===== config.mk =====
export PLATFORM = sky130hd
export DESIGN_NAME = half_duplex_nine_bit_uart
export DESIGN_NICKNAME = d
export VERILOG_FILES = /design/src/rtl/half_duplex_nine_bit_uart.v
export VERILOG_INCLUDE_DIRS = /design/src /design/src/rtl
export SDC_FILE = /design/constraint.sdc
export NUM_CORES = 1
export LEC_CHECK = 0
export BUFFER_PORTS_ARGS = -buffer_cell sky130_fd_sc_hd__buf_2
export CORE_ASPECT_RATIO = 1.75
export CORE_MARGIN = 2
export CORE_UTILIZATION = 59
export DETAILED_ROUTE_END_ITERATION = 12
export GPL_ROUTABILITY_DRIVEN = 0
export PLACE_DENSITY = 0.82
export SYNTH_ARGS = -nofsm -noshare
export SYNTH_HDL_FRONTEND = slang
export SYNTH_SLANG_ARGS = --single-unit

===== constraint.sdc =====
create_clock -name ref_clk -period 2.85 [get_ports ref_clk]
set_clock_uncertainty 0.05 [all_clocks]
set_input_delay 0.1425 -clock ref_clk [delete_from_list [all_inputs] [get_ports ref_clk]]
set_output_delay 0.1425 -clock ref_clk [all_outputs]
set_load 0.05 [all_outputs]

===== src/rtl/uart9_defines.vh =====
// register map, field positions and divider counts for the nine-bit uart
`ifndef UART9_DEFINES_VH
`define UART9_DEFINES_VH
`define ADDR_DATA 8'hd6
`define ADDR_CTRL 8'hd7
`define BIT_RX_READY_FLAG 7
`define BIT_TX_EMPTY_FLAG 6
`define BIT_RX_IRQ_ENABLE 5
`define BIT_TX_IRQ_ENABLE 4
`define BIT_BAUD_HI 3
`define BIT_BAUD_LO 1
`define BIT_NINTH 0
`define CTRL_RESET 8'h00
`define DIV_SEL0 16'd6656
`define DIV_SEL1 16'd3328
`define DIV_SEL2 16'd1664
`define DIV_SEL3 16'd832
`define DIV_SEL4 16'd416
`define DIV_SEL5 16'd256
`define DIV_SEL6 16'd208
`define OVERSAMPLE 4'd8
`define CHAR_BITS 4'd11
`endif


===== src/rtl/half_duplex_nine_bit_uart.v =====
// half-duplex nine-bit uart with 8x oversampled receiver and register port
//
// Decided for this implementation: the strobed register port.
`timescale 1ns/1ps
`include "uart9_defines.vh"

module half_duplex_nine_bit_uart #(
    parameter DIV_W = 16
) (
    // clock and reset
    input wire ref_clk,
    input wire rst_n,
    // register port
    input wire [7:0] addr,
    input wire [7:0] wdata,
    input wire wr_en,
    input wire rd_en,
    output reg [7:0] rdata,
    // serial pins
    input wire rx_in,
    input wire port_level,
    output reg tx_out,
    output reg tx_output_select,
    // interrupt request to the core
    output reg irq
);

    // state codes, one-hot
    localparam RX_IDLE = 3'b001;
    localparam RX_START = 3'b010;
    localparam RX_DATA = 3'b100;
    // RX_IDLE waits for a falling edge, RX_START skips the start bit,
    // RX_DATA takes nine data bits and then sits out the stop bit

    // control register fields
    reg rx_ready_flag_q;
    reg tx_empty_flag_q;
    reg rx_irq_enable_q;
    reg tx_irq_enable_q;
    reg [2:0] baud_select_q;
    reg ninth_bit_q;
    // receive buffer
    reg [7:0] rx_buf_q;
    // divider and tick
    reg [DIV_W-1:0] div_cnt_q;
    // one-cycle enable at eight times the baud rate
    reg tick_q;
    // transmitter
    reg tx_busy_q;
    // stop, ninth and eight data bits, shifted toward bit 0
    reg [9:0] tx_shift_q;
    reg [3:0] tx_bit_q;
    reg [2:0] tx_phase_q;
    // receiver
    reg [2:0] rx_state_q;
    reg [2:0] rx_phase_q;
    reg [3:0] rx_bit_q;
    reg [8:0] rx_shift_q;
    // last three samples for the majority vote
    reg [2:0] rx_votes_q;
    // previous pin level for the edge test
    reg rx_prev_q;

    // the register port never stalls: writes act on the strobe edge and reads
    // answer one cycle later, so no handshake state is needed here
    // register decodes
    wire wr_data = wr_en && (addr == `ADDR_DATA);
    wire wr_ctrl = wr_en && (addr == `ADDR_CTRL);

    // divisor table, counted in ref_clk cycles per bit; the 8x tick below
    // divides by one eighth of it, so every entry must be a multiple of eight
    // divisor per baud code; reserved code reuses the slowest, a safe harmless pick
    function [DIV_W-1:0] divisor;
        input [2:0] sel;
        begin
            case (sel)
                3'h0: divisor = `DIV_SEL0;
                3'h1: divisor = `DIV_SEL1;
                3'h2: divisor = `DIV_SEL2;
                3'h3: divisor = `DIV_SEL3;
                3'h4: divisor = `DIV_SEL4;
                3'h5: divisor = `DIV_SEL5;
                3'h6: divisor = `DIV_SEL6;
                default: divisor = `DIV_SEL0;
            endcase
        end
    endfunction

    // one eighth of the divisor gives the 8x tick
    // the shift is exact since every divisor is a multiple of eight
    wire [DIV_W-1:0] tick_div = divisor(baud_select_q) >> 3;

    // two-of-three vote
    // a single glitch inside the window cannot flip the decided bit
    function maj3;
        input [2:0] v;
        begin
            maj3 = (v[0] & v[1]) | (v[0] & v[2]) | (v[1] & v[2]);
        end
    endfunction

    // limitation: the first tick after a data write or a start edge comes
    // anywhere from one to tick_div cycles later, because the counter runs free;
    // the start bit therefore jitters by up to one tick, well inside the vote window
    // 8x oversampling tick; compare with live select so a change acts at once
    always @(posedge ref_clk) begin
        if (!rst_n) begin
            div_cnt_q <= {DIV_W{1'b0}};
            tick_q <= 1'b0;
        end else if (div_cnt_q >= tick_div - 1'b1) begin
            // >= rather than == so a smaller divisor written mid-count acts at once
            div_cnt_q <= {DIV_W{1'b0}};
            tick_q <= 1'b1;
        end else begin
            div_cnt_q <= div_cnt_q + 1'b1;
            tick_q <= 1'b0;
        end
    end

    // tx_bit_q counts bit periods: 0 is the start bit, 1..8 the data bits,
    // 9 the ninth bit and 10 the stop bit; tx_phase_q counts ticks inside a bit
    // the shifter moves only from bit 2 on, so bit 1 shows wdata[0] unshifted
    // transmitter: ten bits shifted after the start bit, one bit per eight ticks
    wire tx_done = tx_busy_q && tick_q && (tx_phase_q == 3'd7) && (tx_bit_q == `CHAR_BITS - 1'b1);
    always @(posedge ref_clk) begin
        if (!rst_n) begin
            tx_busy_q <= 1'b0;
            tx_shift_q <= 10'h3ff;
            tx_bit_q <= 4'h0;
            tx_phase_q <= 3'h0;
        end else if (wr_data) begin
            // a write while busy restarts the character from its start bit
            // stop bit, ninth bit, data lsb first
            tx_busy_q <= 1'b1;
            tx_shift_q <= {1'b1, ninth_bit_q, wdata};
            tx_bit_q <= 4'h0;
            tx_phase_q <= 3'h0;
        end else if (tx_busy_q && tick_q) begin
            // one tick of the current bit has passed
            tx_phase_q <= tx_phase_q + 1'b1;
            if (tx_phase_q == 3'd7) begin
                // last tick of a bit period
                if (tx_done) begin
                    // stop bit complete; hand the pin back to the port
                    tx_busy_q <= 1'b0;
                end else begin
                    // advance to the next bit
                    tx_bit_q <= tx_bit_q + 1'b1;
                    if (tx_bit_q != 4'h0) begin
                        tx_shift_q <= {1'b1, tx_shift_q[9:1]};
                    end
                end
            end
        end
    end

    // registered so that both pins change on the same edge; tx_output_select
    // therefore trails tx_busy_q by one cycle, as does tx_out
    // output mux: transmitter while busy, port value otherwise
    always @(posedge ref_clk) begin
        if (!rst_n) begin
            tx_out <= 1'b1;
            tx_output_select <= 1'b0;
        end else begin
            tx_output_select <= tx_busy_q;
            if (!tx_busy_q) begin
                // idle: the port drives the pin; software keeps it high for a clean stop
                tx_out <= port_level;
            end else if (tx_bit_q == 4'h0) begin
                // start bit
                tx_out <= 1'b0;
            end else begin
                tx_out <= tx_shift_q[0];
            end
        end
    end

    // rx_prev_q resets to the idle high level, so no false start edge follows reset
    // the edge test uses the pin as sampled; pin inputs are taken as synchronous
    // receiver sequence: start skip, then nine data bits plus stop bit period
    wire rx_fall = rx_prev_q && !rx_in;
    wire rx_bit_end = tick_q && (rx_phase_q == 3'd7);
    // rx_finish marks the end of the stop period, after bit index 9
    wire rx_finish = (rx_state_q == RX_DATA) && rx_bit_end && (rx_bit_q == 4'd9);
    always @(posedge ref_clk) begin
        if (!rst_n) begin
            rx_state_q <= RX_IDLE;
            rx_phase_q <= 3'h0;
            rx_bit_q <= 4'h0;
            rx_shift_q <= 9'h000;
            rx_votes_q <= 3'h0;
            rx_prev_q <= 1'b1;
            rx_buf_q <= 8'h00;
        end else begin
            rx_prev_q <= rx_in;
            if (tx_busy_q || wr_data) begin
                // transmit owns the shared state; a half-taken character is dropped
                rx_state_q <= RX_IDLE;
                rx_phase_q <= 3'h0;
            end else begin
                case (rx_state_q)
                    RX_IDLE: begin
                        // only the falling edge leaves idle
                        if (rx_fall) begin
                            rx_state_q <= RX_START;
                            rx_phase_q <= 3'h0;
                        end
                    end
                    RX_START: begin
                        // eight ticks cover the start bit; its level is not checked
                        if (tick_q) begin
                            rx_phase_q <= rx_phase_q + 1'b1;
                        end
                        if (rx_bit_end) begin
                            rx_state_q <= RX_DATA;
                            rx_bit_q <= 4'h0;
                        end
                    end
                    RX_DATA: begin
                        // votes from states 3 to 5, decided at state 7 of each bit
                        if (tick_q) begin
                            rx_phase_q <= rx_phase_q + 1'b1;
                            // samples at states 3, 4, 5
                            if (rx_phase_q >= 3'd3 && rx_phase_q <= 3'd5) begin
                                rx_votes_q <= {rx_votes_q[1:0], rx_in};
                            end
                        end
                        if (rx_bit_end) begin
                            // bit 9 is the stop period and is not shifted in
                            if (rx_bit_q < 4'd9) begin
                                rx_shift_q <= {maj3(rx_votes_q), rx_shift_q[8:1]};
                            end
                            rx_bit_q <= rx_bit_q + 1'b1;
                        end
                        if (rx_finish) begin
                            // stop level is not checked; buffer simply overwritten
                            rx_buf_q <= rx_shift_q[7:0];
                            rx_state_q <= RX_IDLE;
                        end
                    end
                    default: begin
                        // unreachable codes fall back to idle
                        rx_state_q <= RX_IDLE;
                    end
                endcase
            end
        end
    end

    // rx_load is gated by the same abort terms as the receiver, so a character
    // cut short by a transmission never reaches the buffer or the flags
    // control register; hardware sets win over a software clear in the same cycle
    wire rx_load = rx_finish && !tx_busy_q && !wr_data;
    always @(posedge ref_clk) begin
        if (!rst_n) begin
            rx_ready_flag_q <= 1'b0;
            tx_empty_flag_q <= 1'b0;
            rx_irq_enable_q <= 1'b0;
            tx_irq_enable_q <= 1'b0;
            baud_select_q <= 3'h0;
            ninth_bit_q <= 1'b0;
        end else begin
            if (wr_ctrl) begin
                // enables and baud code are plain software fields
                rx_irq_enable_q <= wdata[`BIT_RX_IRQ_ENABLE];
                tx_irq_enable_q <= wdata[`BIT_TX_IRQ_ENABLE];
                baud_select_q <= wdata[`BIT_BAUD_HI:`BIT_BAUD_LO];
            end
            // rx flag: writable both ways, hardware set dominates
            // writing a one is a software interrupt request when rx_irq_enable is on
            if (rx_load) begin
                rx_ready_flag_q <= 1'b1;
            end else if (wr_ctrl) begin
                rx_ready_flag_q <= wdata[`BIT_RX_READY_FLAG];
            end
            // tx flag: set at end of character, cleared by data write or zero
            // a data write in the same cycle as tx_done leaves the flag set
            if (tx_done) begin
                tx_empty_flag_q <= 1'b1;
            end else if (wr_data) begin
                tx_empty_flag_q <= 1'b0;
            end else if (wr_ctrl) begin
                tx_empty_flag_q <= wdata[`BIT_TX_EMPTY_FLAG];
            end
            // ninth bit: received value overwrites software value
            // software should set it again before the next transmission
            if (rx_load) begin
                ninth_bit_q <= rx_shift_q[8];
            end else if (wr_ctrl) begin
                ninth_bit_q <= wdata[`BIT_NINTH];
            end
        end
    end

    // reads have no side effects: the flags clear only by explicit writes,
    // so polling the control register never loses an event
    // read data one cycle after strobe; unmapped reads return zero
    always @(posedge ref_clk) begin
        if (!rst_n) begin
            rdata <= 8'h00;
        end else if (rd_en && addr == `ADDR_DATA) begin
            rdata <= rx_buf_q;
        end else if (rd_en && addr == `ADDR_CTRL) begin
            rdata <= {rx_ready_flag_q, tx_empty_flag_q, rx_irq_enable_q,
                      tx_irq_enable_q, baud_select_q, ninth_bit_q};
        end else begin
            rdata <= 8'h00;
        end
    end

    // the request is a level; it stays up until software clears the flag
    // or the enable, and a software-set flag raises it like a hardware one
    // combined interrupt request from the two flag/enable pairs
    always @(posedge ref_clk) begin
        if (!rst_n) begin
            irq <= 1'b0;
        end else begin
            irq <= (rx_ready_flag_q & rx_irq_enable_q) | (tx_empty_flag_q & tx_irq_enable_q);
        end
    end

endmodule // half_duplex_nine_bit_uart


==> flow_summary.yaml, run 1 <==
outcome:
  status: "finished, final reports clean"
timing:
  setup_viol_count_final: 0
  fin_crit_ps: 2550
  rsz0062_at_grt: "false"
  hold_viol: 0
  hold_slack_ps: 33.5
  fmax_ghz: 0.392
  slew_headroom_pct: 43.9
  finalMaxSlewViolations: 0
  worstMarginPinSlew_ps: 841
  finalCritPeriodShare_pct: 89.6
  timing.setup.tns_ps: 0
worst_hold_path:
  min_delay_path_depth: 3
  hold_path_end: "tx_shift_q[6]"
  min_from: "wdata[6]"
  hold_class: "in -> reg"
die:
  ios: 33
  rows: 39
  design.core.area_um2: 6540
  die_x_um: 66.3
  die_area_um2: 7490
  die_h_um: 113
  start_util_pct: 61.3
routing:
  dr.pass1.iters: 4
  vias: 3460
  drt_first_iter_violations: 190
  routedWlPerCell_um: 15.8
  drc_errors: 0
  postRouteAntennaNets: 0
  drt-vias-per-instance: 5.99
  routed_wl_um: 9110
synthesis:
  dominantRegCellSynth: "dfxtp_1"
  yosysWarnings: 0
  yosysSeqAreaShare_pct: 42.0
  synth_area_um2: 4010
  ys_ff_latch: 84
  synth-edff-count: 0
  ys_types: 48
  synth_area_per_cell_um2: 8.65
  syn_inst: 463
  synthArstFlopShare_pct: 0
critical_path:
  cp.required_ps: 3000
  crit_path_cell_trace: "nor2b_1 -> nand2_1 -> ha_1 -> xor2_1 -> ha_1 -> nand2_1 -> o21a_1 -> o41ai_2 -> buf_4 -> nor3_1"
  crit_path_end_kind: "flop"
  worst-path-max-fanout: 13
  worstPathArrival_ps: 2710
  reg2reg_depth: 10
  critPathKind: "reg -> reg"
  critPathBufInv: 1
  path_delay_family: "adder cells"
  r2r-start: "baud_select_q[2]"
  start_kind: "flop"
  rrSetupSlack_ps: 300
  cp_slowest_stage_delay_ps: 440
  crit_slowest_cell: "dfxtp_1"
  r2r-end: "div_cnt_q[8]"
clocking:
  numCtsBuffers: 9
  clock_sinks: 84
  clk_pin_slew_ps: 60
  cts.path.max_buffers: 2
  htree_levels: 3
  clock-root-buffer: "clkbuf_16"
  cts_hold_buf: 1
  cts_setup_buffers: 0
  clock_latency_ps: 340
  cts_tree: "yes"
  cts_resized: 0
power_and_ir_drop:
  p_leak_nw: 1.82
  power_density_nw_per_um2: 529
  peakVddDrop_uv: 408
layout:
  final_common_cell: "dfxtp_1"
  finish.instance_area_um2: 4540
  final_cell_mix: "dfxtp_1 (84), nand2_1 (43), buf_2 (32)"
  fill_cells: 524
  drive_gt1_share_pct: 11.7
  area_delta_synth_final_pct: 13.2
  fin_nets: 538
  n_antenna_cell: 0
  instances_no_fill: 578
placement:
  numPortBuffers: 32
  placed_area_um2: 4240
  dp.cells: 562
  dpl.hpwl_um: 6690
grt:
  antenna_found_initial: 0
  grt_usage_pct: 26.0
  grt_max_degree: 34
  grt_pass1_vias: 3420
  overflow: 0
  grt_pass1_wl_um: 15100
run:
  drv_cap: 0
==> sequential cells by signal, indices dropped and copies added (netlist names) <==
register and cells:
rx_votes_q 3, rx_state_q 3, rx_prev_q 1, tx_bit_q 4
irq 1, ninth_bit_q 1, tx_shift_q 9, rx_bit_q 4
rx_buf_q 8, tx_busy_q 1, baud_select_q 3, tx_phase_q 3
rdata 8, rx_shift_q 9, tx_empty_flag_q 1, tx_output_select 1
div_cnt_q 16, tick_q 1, tx_irq_enable_q 1, rx_ready_flag_q 1
tx_out 1, rx_phase_q 3, rx_irq_enable_q 1
==> cells by family (layout without fill, tap and decap cells) <==
family / count (synthesis) / after routing / share of synthesized area [%]
xor gates and xnor gates: 16 / 16 / 3.50
DFF: 84 / 84 / 42.0
buffers and inverters: 44 / 74 / 4.34
other: 2 / 5 / 0.188
muxes: 14 / 14 / 3.50
AOI/OAI and AO/OA: 91 / 91 / 14.3
adders and majority gates: 25 / 25 / 7.75
and+or+nand+nor: 187 / 187 / 24.4
==> worst register-to-register path: stages, from the launching register on <==
cell and delay [ps]:
dfxtp_1 440, nor2b_1 270, nand2_1 110, ha_1 230, xor2_1 160, ha_1 310, nand2_1 60, o21a_1 210
o41ai_2 270, buf_4 240, nor3_1 70
==> worst max-delay path by stage <==
| stage | start | endpoint | slack (ps) | cells after the start |
|---|---|---|---|---|
| 2_1_floorplan | baud_select_q[2] | div_cnt_q[10] | 320 | 11 |
| 3_3_place_gp | baud_select_q[2] | div_cnt_q[8] | 480 | 10 |
| 3_5_place_dp | baud_select_q[2] | div_cnt_q[7] | 330 | 10 |
| 4_1_cts | baud_select_q[2] | div_cnt_q[7] | 290 | 10 |
| 5_1_grt | baud_select_q[2] | div_cnt_q[8] | 80 | 10 |
| 6_report | baud_select_q[2] | div_cnt_q[8] | 300 | 10 |
==> synthesized netlist by cell type (all sizes together), types with 2 or more instances <==
master / number / area share, %
xor2: 6 / 1.3
a21oi: 29 / 3.6
xnor2: 10 / 2.2
nor4: 3 / 0.62
inv: 16 / 1.5
nor2: 31 / 2.9
nand4: 15 / 2.3
and3b: 3 / 0.66
nand4b: 3 / 0.66
dfxtp: 84 / 42
a211oi: 3 / 0.56
a22oi: 9 / 1.7
o31ai: 12 / 2.2
mux2i: 14 / 3.5
buf: 8 / 0.91
o21ai: 23 / 2.9
nand3: 26 / 3.2
ha: 24 / 7.5
nand3b: 2 / 0.37
nand2: 43 / 4.0
clkbuf: 20 / 1.9
or4: 5 / 0.94
a2111o: 2 / 0.56
conb: 2 / 0.19
o21a: 2 / 0.37
nor3b: 6 / 1.1
nor2b: 3 / 0.47
nor3: 20 / 2.5
a31oi: 2 / 0.31
and3: 11 / 1.7
or3: 5 / 0.78
nand2b: 7 / 1.1
a32oi: 2 / 0.44
==> power breakdown <==
group          internal [mW]  switching [mW]  total [mW]
registers               1.18         0.00588        1.19
clock network          0.697           0.434        1.13
logic                 0.0291          0.0527      0.0817
total                   1.91           0.492        2.40
==> area by class of cell <==
type	instances	area [um2]	area share (%)
timing repair buffer	43	245	5.41
multi-input combinational	338	2160	47.6
inverter	16	60.1	1.32
sequential	84	1680	37.1
clock buffer	13	250	5.52
tap	82	103	2.26
clock inverter	2	35.0	0.772
==> metrics by stage <==
stage / worst slack (ps) / total power [mW] / util (%)
5_1_grt: 76.8 / 2.47 / 69.4
3_5_place_dp: 327 / 1.29 / 64.8
4_1_cts: 293 / 2.41 / 69.4
3_3_place_gp: 476 / 1.29 / 64.8
6_report: 297 / 2.40 / 69.4
2_1_floorplan: 322 / 1.26 / -
==> routing by layer <==
metal	vias up	global-route usage, %	share of wire, %
met2	67	47.8	54
met3	24	6.06	3.6
met5	-	0	0
met4	0	13.3	3.3
met1	1654	26.3	39
li1	1715	-	-
(Power assumes the default switching activity.)
==> run 2: changes to the inputs <==
- CORE_UTILIZATION: 59 -> 54
- PLACE_DENSITY: 0.82 -> 0.79
- clock period: 2.85 -> 2.1 ns (I/O delays scaled with it)
==> run 2 against run 1 <==
Against the previous run: the run now ends with setup timing left; design area rose by 7.4%; first-iteration DRC count fell by 22%; critical path depth did not move; register-to-register slack got worse by 390 ps; worst hold slack improved by 2.4 ps; sequential power rose by 35%; cell count rose by 6.2%; flip-flop and latch count did not move; routed wire length rose by 5.1%; critical path type unchanged; critical endpoint is now div_cnt_q[0].
==> flow_summary.yaml, run 2 (synthesis gave the netlist of run 1 again) <==
outcome:
  status: "finished with violations"
  violations: "setup timing"
critical_path:
  critPathKind: "reg -> reg"
  crit_path_cell_trace: "nor2b_4 -> nand2b_1 -> ha_2 -> xor2_1 -> ha_1 -> nand2_1 -> o21a_1 -> o41ai_4 -> buf_6 -> nor3_1"
  worstPathArrival_ps: 2370
  critPathBufInv: 1
  crit_path_end_kind: "flop"
  worst-path-max-fanout: 13
  start_kind: "flop"
  cp.required_ps: 2270
  reg2reg_depth: 10
  cp.depth: 10
  path_delay_family: "adder cells"
  crit_slowest_cell: "dfxtp_2"
  cp_slowest_stage_delay_ps: 340
layout:
  n_antenna_cell: 0
  final_cell_mix: "dfxtp_1 (81), nand2_1 (42), buf_4 (36)"
  largest_register_ffs: 16
  final_common_cell: "dfxtp_1"
  drive_gt1_share_pct: 18.4
  fin_nets: 570
  top_regs: "div_cnt_q: 16 flops, rx_shift_q: 9 flops, tx_shift_q: 9 flops"
  top_register: "div_cnt_q"
  area_delta_synth_final_pct: 21.6
clocking:
  clock_sinks: 84
  numCtsBuffers: 9
  cts_tree: "yes"
  htree_levels: 3
  clock-root-buffer: "clkbuf_16"
  clk_pin_slew_ps: 60
  cts.path.max_buffers: 2
  clock_latency_ps: 340
grt:
  antenna_found_initial: 0
  grt_usage_pct: 24.7
  grt_pass1_vias: 3599
  grt_pass1_wl_um: 16200
  overflow: 0
  grt_max_degree: 29
run:
  drv_cap: 0
timing:
  rsz0062_at_grt: "true"
  fmax_ghz: 0.455
  setup_slack_ps: -97.2
  worstMarginPinSlew_ps: 532
  timing.setup.tns_ps: -1160
  finalMaxSlewViolations: 0
  fin_crit_ps: 2200
  finalCritPeriodShare_pct: 105
  setup_viol_count_final: 14
  hold_viol: 0
  slew_headroom_pct: 64.1
  hold_slack_ps: 35.9
power_and_ir_drop:
  peakVddDrop_uv: 492
  power_density_nw_per_um2: 690
  p_leak_nw: 1.99
worst_hold_path:
  min_delay_path_depth: 3
  hold_class: "in -> reg"
placement:
  numPortBuffers: 32
  dp_slack_ps: -131
  dpl.hpwl_um: 7140
die:
  design.core.area_um2: 7180
  die_x_um: 69.1
  die_h_um: 118
  rows: 41
  ios: 33
  start_util_pct: 55.8
  die_area_um2: 8150
routing:
  routed_wl_um: 9580
  drt_first_iter_violations: 148
  drt-vias-per-instance: 5.86
  drc_errors: 0
  postRouteAntennaNets: 0
  dr.pass1.iters: 4
  vias: 3595
  routedWlPerCell_um: 15.6
==> run 2: changes by cell type in the layout (fill, tap and decap cells not counted), sizes merged <==
| cell | change |
|---|---|
| buf | +27 |
| bufinv | +1 |
| clkinv | -1 |
| dlygate4sd3 | +5 |
==> run 2: area by class of cell <==
type | count | area, um2
Clock buffer | 13 | 240
Clock inverter | 2 | 60.1
Fill cell | 583 | 2310
Inverter | 16 | 60.1
Multi-Input combinational cell | 338 | 2220
Sequential cell | 84 | 1690
Tap cell | 86 | 108
Timing Repair Buffer | 75 | 502
==> run 2: report_power, final <==
part	leakage, nW	switching [mW]	total (mW)	internal [mW]
registers	0.681	0.00542	1.61	1.60
logic	1.17	0.0786	0.132	0.0536
clock network	0.144	0.585	1.62	1.04
total	1.99	0.669	3.36	2.69
==> run 2: metrics by stage <==
stage	util (%)	cells	power, mW	area [um2]
3_3_place_gp	62.2	592	1.76	4460
4_1_cts	67.7	614	3.39	4860
2_1_floorplan	-	466	1.71	4050
6_report	67.8	614	3.36	4870
5_1_grt	67.8	614	3.46	4870
3_5_place_dp	62.2	592	1.76	4460
==> run 2: tightest hold or removal path, delay by kind of cell <==
kind | cells | cell delay [ps]
AOI/OAI and AO/OA | 1 | 120
buffers and inverters | 1 | 120
and+or+nand+nor | 1 | 50
==> run 2: path summary, 6_finish.rpt <==
check / start / to / slack (ps)
max reg2reg: baud_select_q[2] / div_cnt_q[0] / -100
min reg2reg: rx_shift_q[4] / rx_buf_q[4] / 420
max: baud_select_q[2] / div_cnt_q[0] / -100
min: wdata[7] / tx_shift_q[7] / 40
==> run 2: layer usage <==
layer | global-route usage, % | vias to the layer above | share of wire [%]
met4 | 13.6 | 0 | 4.8
li1 | - | 1786 | -
met5 | 0 | - | 0
met2 | 44.7 | 74 | 54
met1 | 26.0 | 1698 | 38
met3 | 5.14 | 37 | 3.2
==> run 2: what timing repair did <==
action,4_1_cts,5_1_grt
hold endpoints to repair,7,0
endpoints found under the setup margin,14,20
buffers inserted,1,0
gates resized for setup,8,4
hold buffers,6,0
